## src/rtl/sgp_defs.svh

```systemverilog
`ifndef SGP_DEFS_SVH
`define SGP_DEFS_SVH
`define SGP_OFS_DIR_LOW      12'h62C
`define SGP_OFS_DIR_HIGH     12'h630
`define SGP_OFS_DEBOUNCE     12'h638
`define SGP_OFS_IN_LOW       12'h63C
`define SGP_OFS_IN_HIGH      12'h640
`define SGP_OFS_OUT_LOW      12'h644
`define SGP_OFS_OUT_HIGH     12'h648
`define SGP_RESET_WORD       32'h0000_0000
`define SGP_RESET_HALF       16'h0000
`define SGP_SEL_BIT          0
`define SGP_DIR_BIT          1
`define SGP_STABLE_SAMPLES   8'h10
`endif

```

## src/rtl/sgp_pkg.sv

```systemverilog
package sgp_pkg;
    // One pin's pair of control bits as held in a direction register.
    typedef struct packed {
        logic dirOut;
        logic routeAlt;
    } sgp_pin_ctrl_type;

    // Register access request from the configuration path.
    typedef struct packed {
        logic        wrEn;
        logic        rdEn;
        logic [11:0] addr;
        logic [31:0] wrData;
        logic [3:0]  byteEn;
    } sgp_cfg_req_type;
endpackage

```

## src/rtl/sgp_gpio_port.sv

```systemverilog
// Operation
// - Each pin has a software read-write direction bit, 0 input, 1 output.
// - Even bit selects route, odd bit direction; pins 0-15 low, 16-31 high register.
// - Input route 0 feeds input data register; route 1 feeds general interrupt path.
// - Output pins 0-15 route 1 drive the matching hot-plug port reset.
// - Output pins 16-31 route 1 is reserved; pin drives zero then.
// - Debounce word bit n filters pin n input when set.
// - Debounce only acts while the pin is an input.
// - Input data bit reads zero while pin is an output.
// - Route-0 input pin reads its current, optionally filtered, level; low bit n is pin n, high bit n is pin n+16.
// - Low readback register is read-only, upper half reads zero.
// - Direction and debounce registers live upstream only and reset to zero.
// - Output data reaches the pin only while the pin is an output.
// - High readback register gives zero for outputs and level for route-0 inputs.
`timescale 1ns/100ps
`default_nettype none
`include "sgp_defs.svh"
module sgp_gpio_port (
    input  wire logic                    clk_sys,
    input  wire logic                    rst_n,
    input  wire logic                    isUpstreamPort,
    input  wire sgp_pkg::sgp_cfg_req_type cfgReq,
    output logic [31:0]                  cfgRdData,
    output logic                         cfgRdValid,
    input  wire logic [15:0]             hotPlugResetN,
    input  wire logic [31:0]             pinIn,
    output logic [31:0]                  pinOut,
    output logic [31:0]                  pinOutEn,
    output logic [31:0]                  pinIrqReq
);
    logic        rstSync1_q;
    logic        rstSync2_q;
    logic        rstLocal_n;
    logic [31:0] dirLow_q;
    logic [31:0] dirLow_d;
    logic [31:0] dirHigh_q;
    logic [31:0] dirHigh_d;
    logic [31:0] debounce_q;
    logic [31:0] debounce_d;
    logic [31:0] outData_q;
    logic [31:0] outData_d;
    logic [31:0] pinMeta_q;
    logic [31:0] pinSync_q;
    logic [31:0] filtLevel_q;
    logic [31:0] filtLevel_d;
    logic [7:0]  stableCnt_q [32];
    logic [7:0]  stableCnt_d [32];
    logic [31:0] inData_q;
    logic [31:0] inData_d;
    logic [31:0] rdData_q;
    logic [31:0] rdData_d;
    logic        rdValid_q;
    logic [31:0] pinOut_q;
    logic [31:0] pinOut_d;
    logic [31:0] pinOutEn_q;
    logic [31:0] pinOutEn_d;
    logic [31:0] irq_q;
    logic [31:0] irq_d;
    logic [31:0] isOut;
    logic [31:0] routeAlt;
    logic [31:0] effLevel;
    logic [31:0] wrMask;

    // Reset release is synchronised so every flop on rstLocal_n leaves reset on the same edge.
    always_ff @(posedge clk_sys or negedge rst_n) begin
        if (!rst_n) begin
            rstSync1_q <= 1'b0;
            rstSync2_q <= 1'b0;
        end else begin
            rstSync1_q <= 1'b1;
            rstSync2_q <= rstSync1_q;
        end
    end
    assign rstLocal_n = rstSync2_q;

    // Unpack the interleaved control pairs into per-pin vectors.
    always_comb begin
        sgp_pkg::sgp_pin_ctrl_type ctrl;
        ctrl = '0;
        for (int i = 0; i < 16; i++) begin
            ctrl = dirLow_q[2*i +: 2];
            isOut[i]    = ctrl.dirOut;
            routeAlt[i] = ctrl.routeAlt;
            ctrl = dirHigh_q[2*i +: 2];
            isOut[i+16]    = ctrl.dirOut;
            routeAlt[i+16] = ctrl.routeAlt;
        end
    end

    // Byte-lane write mask for the configuration write.
    assign wrMask = {{8{cfgReq.byteEn[3]}}, {8{cfgReq.byteEn[2]}}, {8{cfgReq.byteEn[1]}}, {8{cfgReq.byteEn[0]}}};

    // Register writes; the config registers exist only on the upstream port.
    always_comb begin
        dirLow_d   = dirLow_q;
        dirHigh_d  = dirHigh_q;
        debounce_d = debounce_q;
        outData_d  = outData_q;
        if (cfgReq.wrEn && isUpstreamPort) begin
            case (cfgReq.addr)
                `SGP_OFS_DIR_LOW:  dirLow_d   = (dirLow_q & ~wrMask) | (cfgReq.wrData & wrMask);
                `SGP_OFS_DIR_HIGH: dirHigh_d  = (dirHigh_q & ~wrMask) | (cfgReq.wrData & wrMask);
                `SGP_OFS_DEBOUNCE: debounce_d = (debounce_q & ~wrMask) | (cfgReq.wrData & wrMask);
                `SGP_OFS_OUT_LOW:  outData_d[15:0]  = (outData_q[15:0] & ~wrMask[15:0]) | (cfgReq.wrData[15:0] & wrMask[15:0]);
                `SGP_OFS_OUT_HIGH: outData_d[31:16] = (outData_q[31:16] & ~wrMask[15:0]) | (cfgReq.wrData[15:0] & wrMask[15:0]);
                default: ;
            endcase
        end
    end

    always_ff @(posedge clk_sys or negedge rstLocal_n) begin
        if (!rstLocal_n) begin
            dirLow_q   <= `SGP_RESET_WORD;
            dirHigh_q  <= `SGP_RESET_WORD;
            debounce_q <= `SGP_RESET_WORD;
            outData_q  <= `SGP_RESET_WORD;
        end else begin
            dirLow_q   <= dirLow_d;
            dirHigh_q  <= dirHigh_d;
            debounce_q <= debounce_d;
            outData_q  <= outData_d;
        end
    end

    // Two-stage synchroniser; only the second stage feeds the filters.
    always_ff @(posedge clk_sys or negedge rstLocal_n) begin
        if (!rstLocal_n) begin
            pinMeta_q <= `SGP_RESET_WORD;
            pinSync_q <= `SGP_RESET_WORD;
        end else begin
            pinMeta_q <= pinIn;
            pinSync_q <= pinMeta_q;
        end
    end

    // Stability filter: a level is accepted after holding for the sample count.
    // The counter restarts whenever the pin agrees with the filtered level, so a bouncing pin never moves.
    always_comb begin
        for (int i = 0; i < 32; i++) begin
            filtLevel_d[i] = filtLevel_q[i];
            stableCnt_d[i] = 8'h00;
            if (pinSync_q[i] != filtLevel_q[i]) begin
                if (stableCnt_q[i] == `SGP_STABLE_SAMPLES - 8'h01) begin
                    filtLevel_d[i] = pinSync_q[i];
                end else begin
                    stableCnt_d[i] = stableCnt_q[i] + 8'h01;
                end
            end
        end
    end

    always_ff @(posedge clk_sys or negedge rstLocal_n) begin
        if (!rstLocal_n) begin
            filtLevel_q <= `SGP_RESET_WORD;
            for (int i = 0; i < 32; i++) begin
                stableCnt_q[i] <= 8'h00;
            end
        end else begin
            filtLevel_q <= filtLevel_d;
            stableCnt_q <= stableCnt_d;
        end
    end

    // Filtered level only applies to inputs; the filter is bypassed otherwise.
    assign effLevel = (debounce_q & ~isOut) & filtLevel_q | ~(debounce_q & ~isOut) & pinSync_q;

    // Input data capture, interrupt requests and pin drive.
    always_comb begin
        for (int i = 0; i < 32; i++) begin
            if (isOut[i]) begin
                inData_d[i] = 1'b0;
            end else if (routeAlt[i]) begin
                inData_d[i] = inData_q[i];
            end else begin
                inData_d[i] = effLevel[i];
            end
            irq_d[i]      = ~isOut[i] & routeAlt[i] & effLevel[i];
            pinOutEn_d[i] = isOut[i];
            if (!isOut[i]) begin
                pinOut_d[i] = 1'b0;
            end else if (!routeAlt[i]) begin
                pinOut_d[i] = outData_q[i];
            end else if (i < 16) begin
                pinOut_d[i] = hotPlugResetN[i % 16];
            end else begin
                pinOut_d[i] = 1'b0;
            end
        end
    end

    always_ff @(posedge clk_sys or negedge rstLocal_n) begin
        if (!rstLocal_n) begin
            inData_q   <= `SGP_RESET_WORD;
            irq_q      <= `SGP_RESET_WORD;
            pinOut_q   <= `SGP_RESET_WORD;
            pinOutEn_q <= `SGP_RESET_WORD;
        end else begin
            inData_q   <= inData_d;
            irq_q      <= irq_d;
            pinOut_q   <= pinOut_d;
            pinOutEn_q <= pinOutEn_d;
        end
    end

    // Read mux; readback words are global, config words upstream only.
    // The last answer is held between reads so software always sees a steady word.
    always_comb begin
        rdData_d = rdData_q;
        if (cfgReq.rdEn) begin
            case (cfgReq.addr)
                `SGP_OFS_DIR_LOW:  rdData_d = isUpstreamPort ? dirLow_q : `SGP_RESET_WORD;
                `SGP_OFS_DIR_HIGH: rdData_d = isUpstreamPort ? dirHigh_q : `SGP_RESET_WORD;
                `SGP_OFS_DEBOUNCE: rdData_d = isUpstreamPort ? debounce_q : `SGP_RESET_WORD;
                `SGP_OFS_IN_LOW:   rdData_d = {`SGP_RESET_HALF, inData_q[15:0]};
                `SGP_OFS_IN_HIGH:  rdData_d = {`SGP_RESET_HALF, inData_q[31:16]};
                `SGP_OFS_OUT_LOW:  rdData_d = isUpstreamPort ? {`SGP_RESET_HALF, outData_q[15:0]} : `SGP_RESET_WORD;
                `SGP_OFS_OUT_HIGH: rdData_d = isUpstreamPort ? {`SGP_RESET_HALF, outData_q[31:16]} : `SGP_RESET_WORD;
                default:           rdData_d = `SGP_RESET_WORD;
            endcase
        end
    end

    always_ff @(posedge clk_sys or negedge rstLocal_n) begin
        if (!rstLocal_n) begin
            rdData_q  <= `SGP_RESET_WORD;
            rdValid_q <= 1'b0;
        end else begin
            rdData_q  <= rdData_d;
            rdValid_q <= cfgReq.rdEn;
        end
    end

    assign cfgRdData  = rdData_q;
    assign cfgRdValid = rdValid_q;
    assign pinOut     = pinOut_q;
    assign pinOutEn   = pinOutEn_q;
    assign pinIrqReq  = irq_q;
endmodule
`default_nettype wire

```

## config.mk

```make
export PLATFORM = sky130hd
export DESIGN_NAME = sgp_gpio_port
export DESIGN_NICKNAME = d
export VERILOG_FILES = /design/src/rtl/sgp_pkg.sv /design/src/rtl/sgp_gpio_port.sv
export VERILOG_INCLUDE_DIRS = /design/src /design/src/rtl
export SDC_FILE = /design/constraint.sdc
export NUM_CORES = 1
export LEC_CHECK = 0
export BUFFER_PORTS_ARGS = -buffer_cell sky130_fd_sc_hd__buf_2
export CAP_MARGIN = 20
export CORE_MARGIN = 2
export CORE_UTILIZATION = 60
export CTS_CLUSTER_DIAMETER = 40
export DETAILED_ROUTE_END_ITERATION = 16
export MAX_ROUTING_LAYER = met4
export PLACE_DENSITY = 0.79
export RECOVER_POWER = 25
export SLEW_MARGIN = 20
export SYNTH_ARGS = -nofsm -noshare
export SYNTH_HDL_FRONTEND = slang
export SYNTH_SLANG_ARGS = --single-unit
```

## constraint.sdc

```tcl
create_clock -name clk_sys -period 40.7 [get_ports clk_sys]
set_input_delay 4.07 -clock clk_sys [delete_from_list [all_inputs] [get_ports clk_sys]]
set_output_delay 4.07 -clock clk_sys [all_outputs]
set_load 0.005 [all_outputs]
```

After elaboration in Yosys (flattened, before gate mapping)
Index checks and enable logic that the tools add are counted.

Memories: 0. Flip-flop bits (word level): 643. Logic and storage cells: 597. Latch bits: 0. ROM bits: 0. Output and inout bits: 129. Memory bits (writable): 0.

$mul: 0. Add/sub/neg operators: 32. Shift operators: 0. Equality and inequality tests: 103. Div/mod/pow operators: 0. Multiplexer cells: 198. Order comparisons: 0. Reductions and logical operators: 38. Bitwise logic cells: 116.

Operators with widths (count): $mux 8 (64); $add 8x1->8 const B (32); $eq 8x4->1 const B (32); $and 32x32->32 (7); $pmux 32 s7 (1); $mux 1 (128); $or 32x32->32 (4); $mux 32 (3); $not 32->32 (3); $eq 12x11->1 const B (7); $reduce_and 2->1 (37); $and 1x1->1 (64); $ne 2x1->1 const B (32); $and 16x16->16 (3); $mux 16 (2); $ne 1x1->1 (32); $not 1->1 (32); $or 16x16->16 (2); $not 16->16 (1); $logic_and 1x1->1 (1).

Logic depth before layout (Yosys ltp)
Depth after elaboration: 7. Gate-level depth with buffers: 9.

Worst setup path after synthesis
Ideal clock, no wire load.

Path kind: in2reg. Start point: input cfgReq[38] (netlist name). End point: register with a tool-made name. Arrival time: 5.981 ns. Stages on the path: 7. Path buffers: 3. Data required time: 40.575 ns. Setup slack: 34.594 ns. Cell sequence: buf_6 -> or4b_4 -> buf_6 -> or3_1 -> buf_6 -> nor3_4 -> mux2_2.

RTL lines: start: declaration (RTL line sgp_gpio_port.sv:22) `input wire sgp_pkg::sgp_cfg_req_type cfgReq,`.

Worst setup path in the final report
Start point: input cfgReq[38] (netlist name). End point: register rdData_q[28] (netlist: cfgRdData[28]).

Word-level cells in the longest chain between the ends: 2. Elaborated cells between the ends (all ways): 8. Those cells by class: 7 x eq/ne; 1 x mux.

RTL lines: $eq 12x11->1 (RTL line sgp_gpio_port.sv:210) `case (cfgReq.addr)`; $pmux 32 s7 * (RTL line sgp_gpio_port.sv:210); end signal: assignment (RTL line sgp_gpio_port.sv:225) `` rdData_q <= `SGP_RESET_WORD; ``; end signal: assignment (RTL line sgp_gpio_port.sv:228) `rdData_q <= rdData_d;`; end: declaration (RTL line sgp_gpio_port.sv:50) `logic [31:0] rdData_q;`.

Mark *: on every way between the ends. The rest lies on a longest branch, timed or not. A chain may end at the register's enable or synchronous reset.

==> run summary <==
The first global-routing pass estimated 102.3 mm of wire. The number of cell rows is 76. Gates resized during post-CTS repair numbered 0. The final wirelength came out at approximately 66 mm. Input and output buffers added on the ports amount to about 230.

The peak supply drop is 0.04328 mV. The signed area change from the synthesized netlist to the final layout came out at 18.69%. The final count of hold timing violations is 0. In the layout the commonest cells are dfrtp_1 (643), nor2_1 (306), buf_2 (229). The area of the die is roughly 46,000 um2. The path with the worst hold slack has its endpoint at pinSync_q[21]. The areal power density over the cells is 47.55 nW/um2. The clock drives around 640 sinks.

The insertion delay to the later sink of the worst-skew pair is between 600 and 700 ps. The number of nets still failing antenna checks after routing came out at 0. In the global route stage, met3 resource usage came out at 0.09490. Synthesis instantiated 50 different standard cells from the library. For met1 alone, demand over resource in global routing was 0.3756.

The cell area after technology mapping came out at ~26,000 um2. The number of top-level design ports is 230. The tree is rooted in a clkbuf_16.

The global placement routability congestion came out at ~0.96. dfrtp_1 takes more of the synthesized area than any other cell. After synthesis, the cell types taking the most area are dfrtp_1 (61%), mux2_2 (6.6%), xor2_1 (5.1%).

In the global route stage, overall resource usage came out at 0.3034. The die is ~210 um wide. The type of the most critical hold path is reg -> reg.

The number of enable-type register cells in the synthesized netlist is 0. The clock arrives with 27.10 ps of skew. The run finished, with violations left. The buffer count from post-CTS setup fixing is 0.

The final global-route overflow total came out at 0. The worst register-to-register path begins at rstLocal_n. The average wire per standard cell is between 20 and 25 um. The number of cells on the worst reg-to-reg path is 3. The setup path with the least slack is of type in -> reg. The most crowded layer after global routing is met2.

The number of hold-repair buffers added at the cts stage is 0. The post-synth net total is 2,286. The number of global-route vias before repair came out at 18,480. The effective utilization at floorplan is 0.6107.

Setup repair after global routing left no endpoint under its margin. STA classifies the critical path startpoint as an input port. The total of endpoints with negative setup slack in the final report came out at 0. Using the TritonRoute via totals, the vias-per-cell ratio works out to roughly 5.8. After detailed routing, the number of remaining DRC violations is 0. The total power is ~1.5 mW. The share of total power dissipated in combinational logic is 0.033. In this run the worst path has a maximum fanout of 36. The average footprint of a synthesized cell is 12.27 um2.

Of the post-synthesis cell area, the dominant cell type holds 0.6090. The worst setup slack for register-to-register paths came out at 36,330 ps. In this run the critical register-to-register path is captured at pinOutEn[4].

The starting DRC count in detailed routing is roughly 1,800. The final reports fail on capacitance limit, slew limit. The internal cell power came out at between 1 and 1.5 mW. Counting I/O delays and the setup requirement, the final critical path takes about 6200 ps.

For this design the total switching power over the nets is about 340 uW. The maximum count of clock buffers along a single path came out at 3. The share of total power dissipated in sequential elements is 0.446. Clock tree synthesis inserted a total of 85 buffers. The share of synthesized flip-flops with an asynchronous set or reset is 1.000. Leaving out fill and tap cells, the most frequent cell in the layout is dfrtp_1.

The power share of the clock group is 0.521. The remaining max-slew budget at the tightest pin is -0.4742. The switching portion of total power came out at 0.2311. Counting instances, the worst hold path has a depth of 0. For met2 alone, demand over resource in global routing was 0.4654. The initial antenna violation count is 21. The number of warnings issued by yosys came out at 0. The clock transition at the registers of the reported paths is 60 ps. Counting every instance in the synthesized netlist gives 2,153. The number of detailed-route iterations in the first pass came out at 12. The count of pins over their slew limit is between 50 and 60. The post-placement setup slack is around 34,000 ps.

The die is 213.9 um tall. Once detailed placement completed, the half-perimeter wirelength came to between 40 and 50 mm. The share of the yosys chip area belonging to registers came out at 0.6090. TritonCTS built the clock tree. The final sum of negative setup slack came out at 0 ps. For this run, the leading register cell type out of synthesis is dfrtp_1. The net count reported at finish came out at about 2,600. Dividing the final minimum period by the clock period gives 0.1535.

Static timing analysis puts the maximum clock frequency at ~160 MHz. The routed layout has 18,070 vias. Of the cells placed in the final design, the portion with a size suffix greater than 1 is 0.2387. The pin count of the biggest net entering global routing came out at 88. At the worst endpoint, the required time is 41,250 ps. The static leakage power came out at between 15 and 20 nW. The arrival time at the worst endpoint is slightly below 7000 ps. The core occupancy in the finished layout came out at 0.7248.

The area inside the core boundary is about 43,000 um2. The synthesized design contains about 640 register bits. STA classifies the critical path endpoint as a flop. In this run the most critical hold path is launched from pinMeta_q[21].

The H-tree was split into 3 levels. The number of violations of the max-capacitance limit came out at 1. For the pin with the worst max-slew slack, the measured transition is between 2000 and 2500 ps.

The worst path setup slack after routing came out at between 30,000 and 40,000 ps.
## cell type report
type / instances / area (um2)
Sequential cell: 643 / 16090
Fill cell: 2844 / 11910
Multi-Input combinational cell: 1454 / 10100
Clock buffer: 105 / 2355
Timing Repair Buffer: 245 / 1281
Tap cell: 585 / 732.0
Clock inverter: 53 / 656.9
Inverter: 22 / 82.58
Antenna cell: 26 / 65.06
## stage by stage
stage | hold slack, ps | cells | area, um2
5_1_grt | 343.6 | 3128 | 31350
3_3_place_gp | 332.9 | 2949 | 28270
6_report | 334.9 | 3133 | 31360
3_5_place_dp | 334.7 | 2949 | 28270
4_1_cts | 336.1 | 3107 | 31280
2_1_floorplan | 331.2 | 2153 | 26420
## how the worst max path moves through the flow
stage	startpoint	cells past startpoint	endpoint	slack (ps)
final	cfgReq[38]	6	cfgRdData[28]	34450
after global routing	cfgReq[38]	6	cfgRdData[28]	34370
after CTS	cfgReq[38]	6	cfgRdData[25]	34570
after detailed placement	cfgReq[38]	6	cfgRdData[17]	33910
after global placement	cfgReq[38]	6	cfgRdData[20]	34070
after floorplan	rstLocal_n	0	asynchronous set/reset pin	21450
## routing by layer
metal  vias to the layer above  wire (um)
met5                         -          0
met4                         0       2483
met3                       183       6382
met2                       760      31400
met1                      9029      25320
li1                       8099          -
## worst max-delay path, stage by stage
cell and delay (ps):
buf_2 310, or4b_4 680, or3_1 560, nor2_2 750
a222oi_1 190, o2bb2ai_1 200
## power groups by stage
stage	clock, mW	combinational (mW)	sequential, mW
2_1_floorplan	0	0.0227	0.682
3_3_place_gp	0	0.0466	0.676
3_5_place_dp	0	0.0481	0.676
4_1_cts	0.786	0.0491	0.665
5_1_grt	0.815	0.0555	0.667
6_report	0.777	0.0487	0.665
## cell usage after synthesis (3+ instances only)
cell type	number
a211oi_1	3
a21boi_0	11
a21o_1	3
a21oi_1	34
a222oi_1	28
a22o_1	27
and2_1	32
and3_1	65
and3b_1	6
buf_2	8
buf_6	3
clkbuf_1	22
dfrtp_1	643
ha_1	32
inv_1	22
mux2_2	156
mux2i_1	48
nand2_1	116
nand3_1	117
nand3b_1	4
nor2_1	307
nor2_2	5
nor2b_1	17
nor3_1	7
nor3_4	8
nor3b_1	33
nor4_1	33
o21ai_0	22
o2bb2ai_1	28
or2_2	29
or3_1	4
xnor2_1	103
xor2_1	153
## logic make-up after synthesis
logic type      after synthesis  share of synthesized area
compound gates              165                    0.04726
xor+xnor                    256                    0.08486
mux                         204                    0.08467
flops                       643                     0.6090
buf+inv                      56                   0.009329
simple gates                796                     0.1496
fa+ha+maj                    32                    0.01515
other cells                   1                  0.0001419
Power figures use the tool's default switching activity.
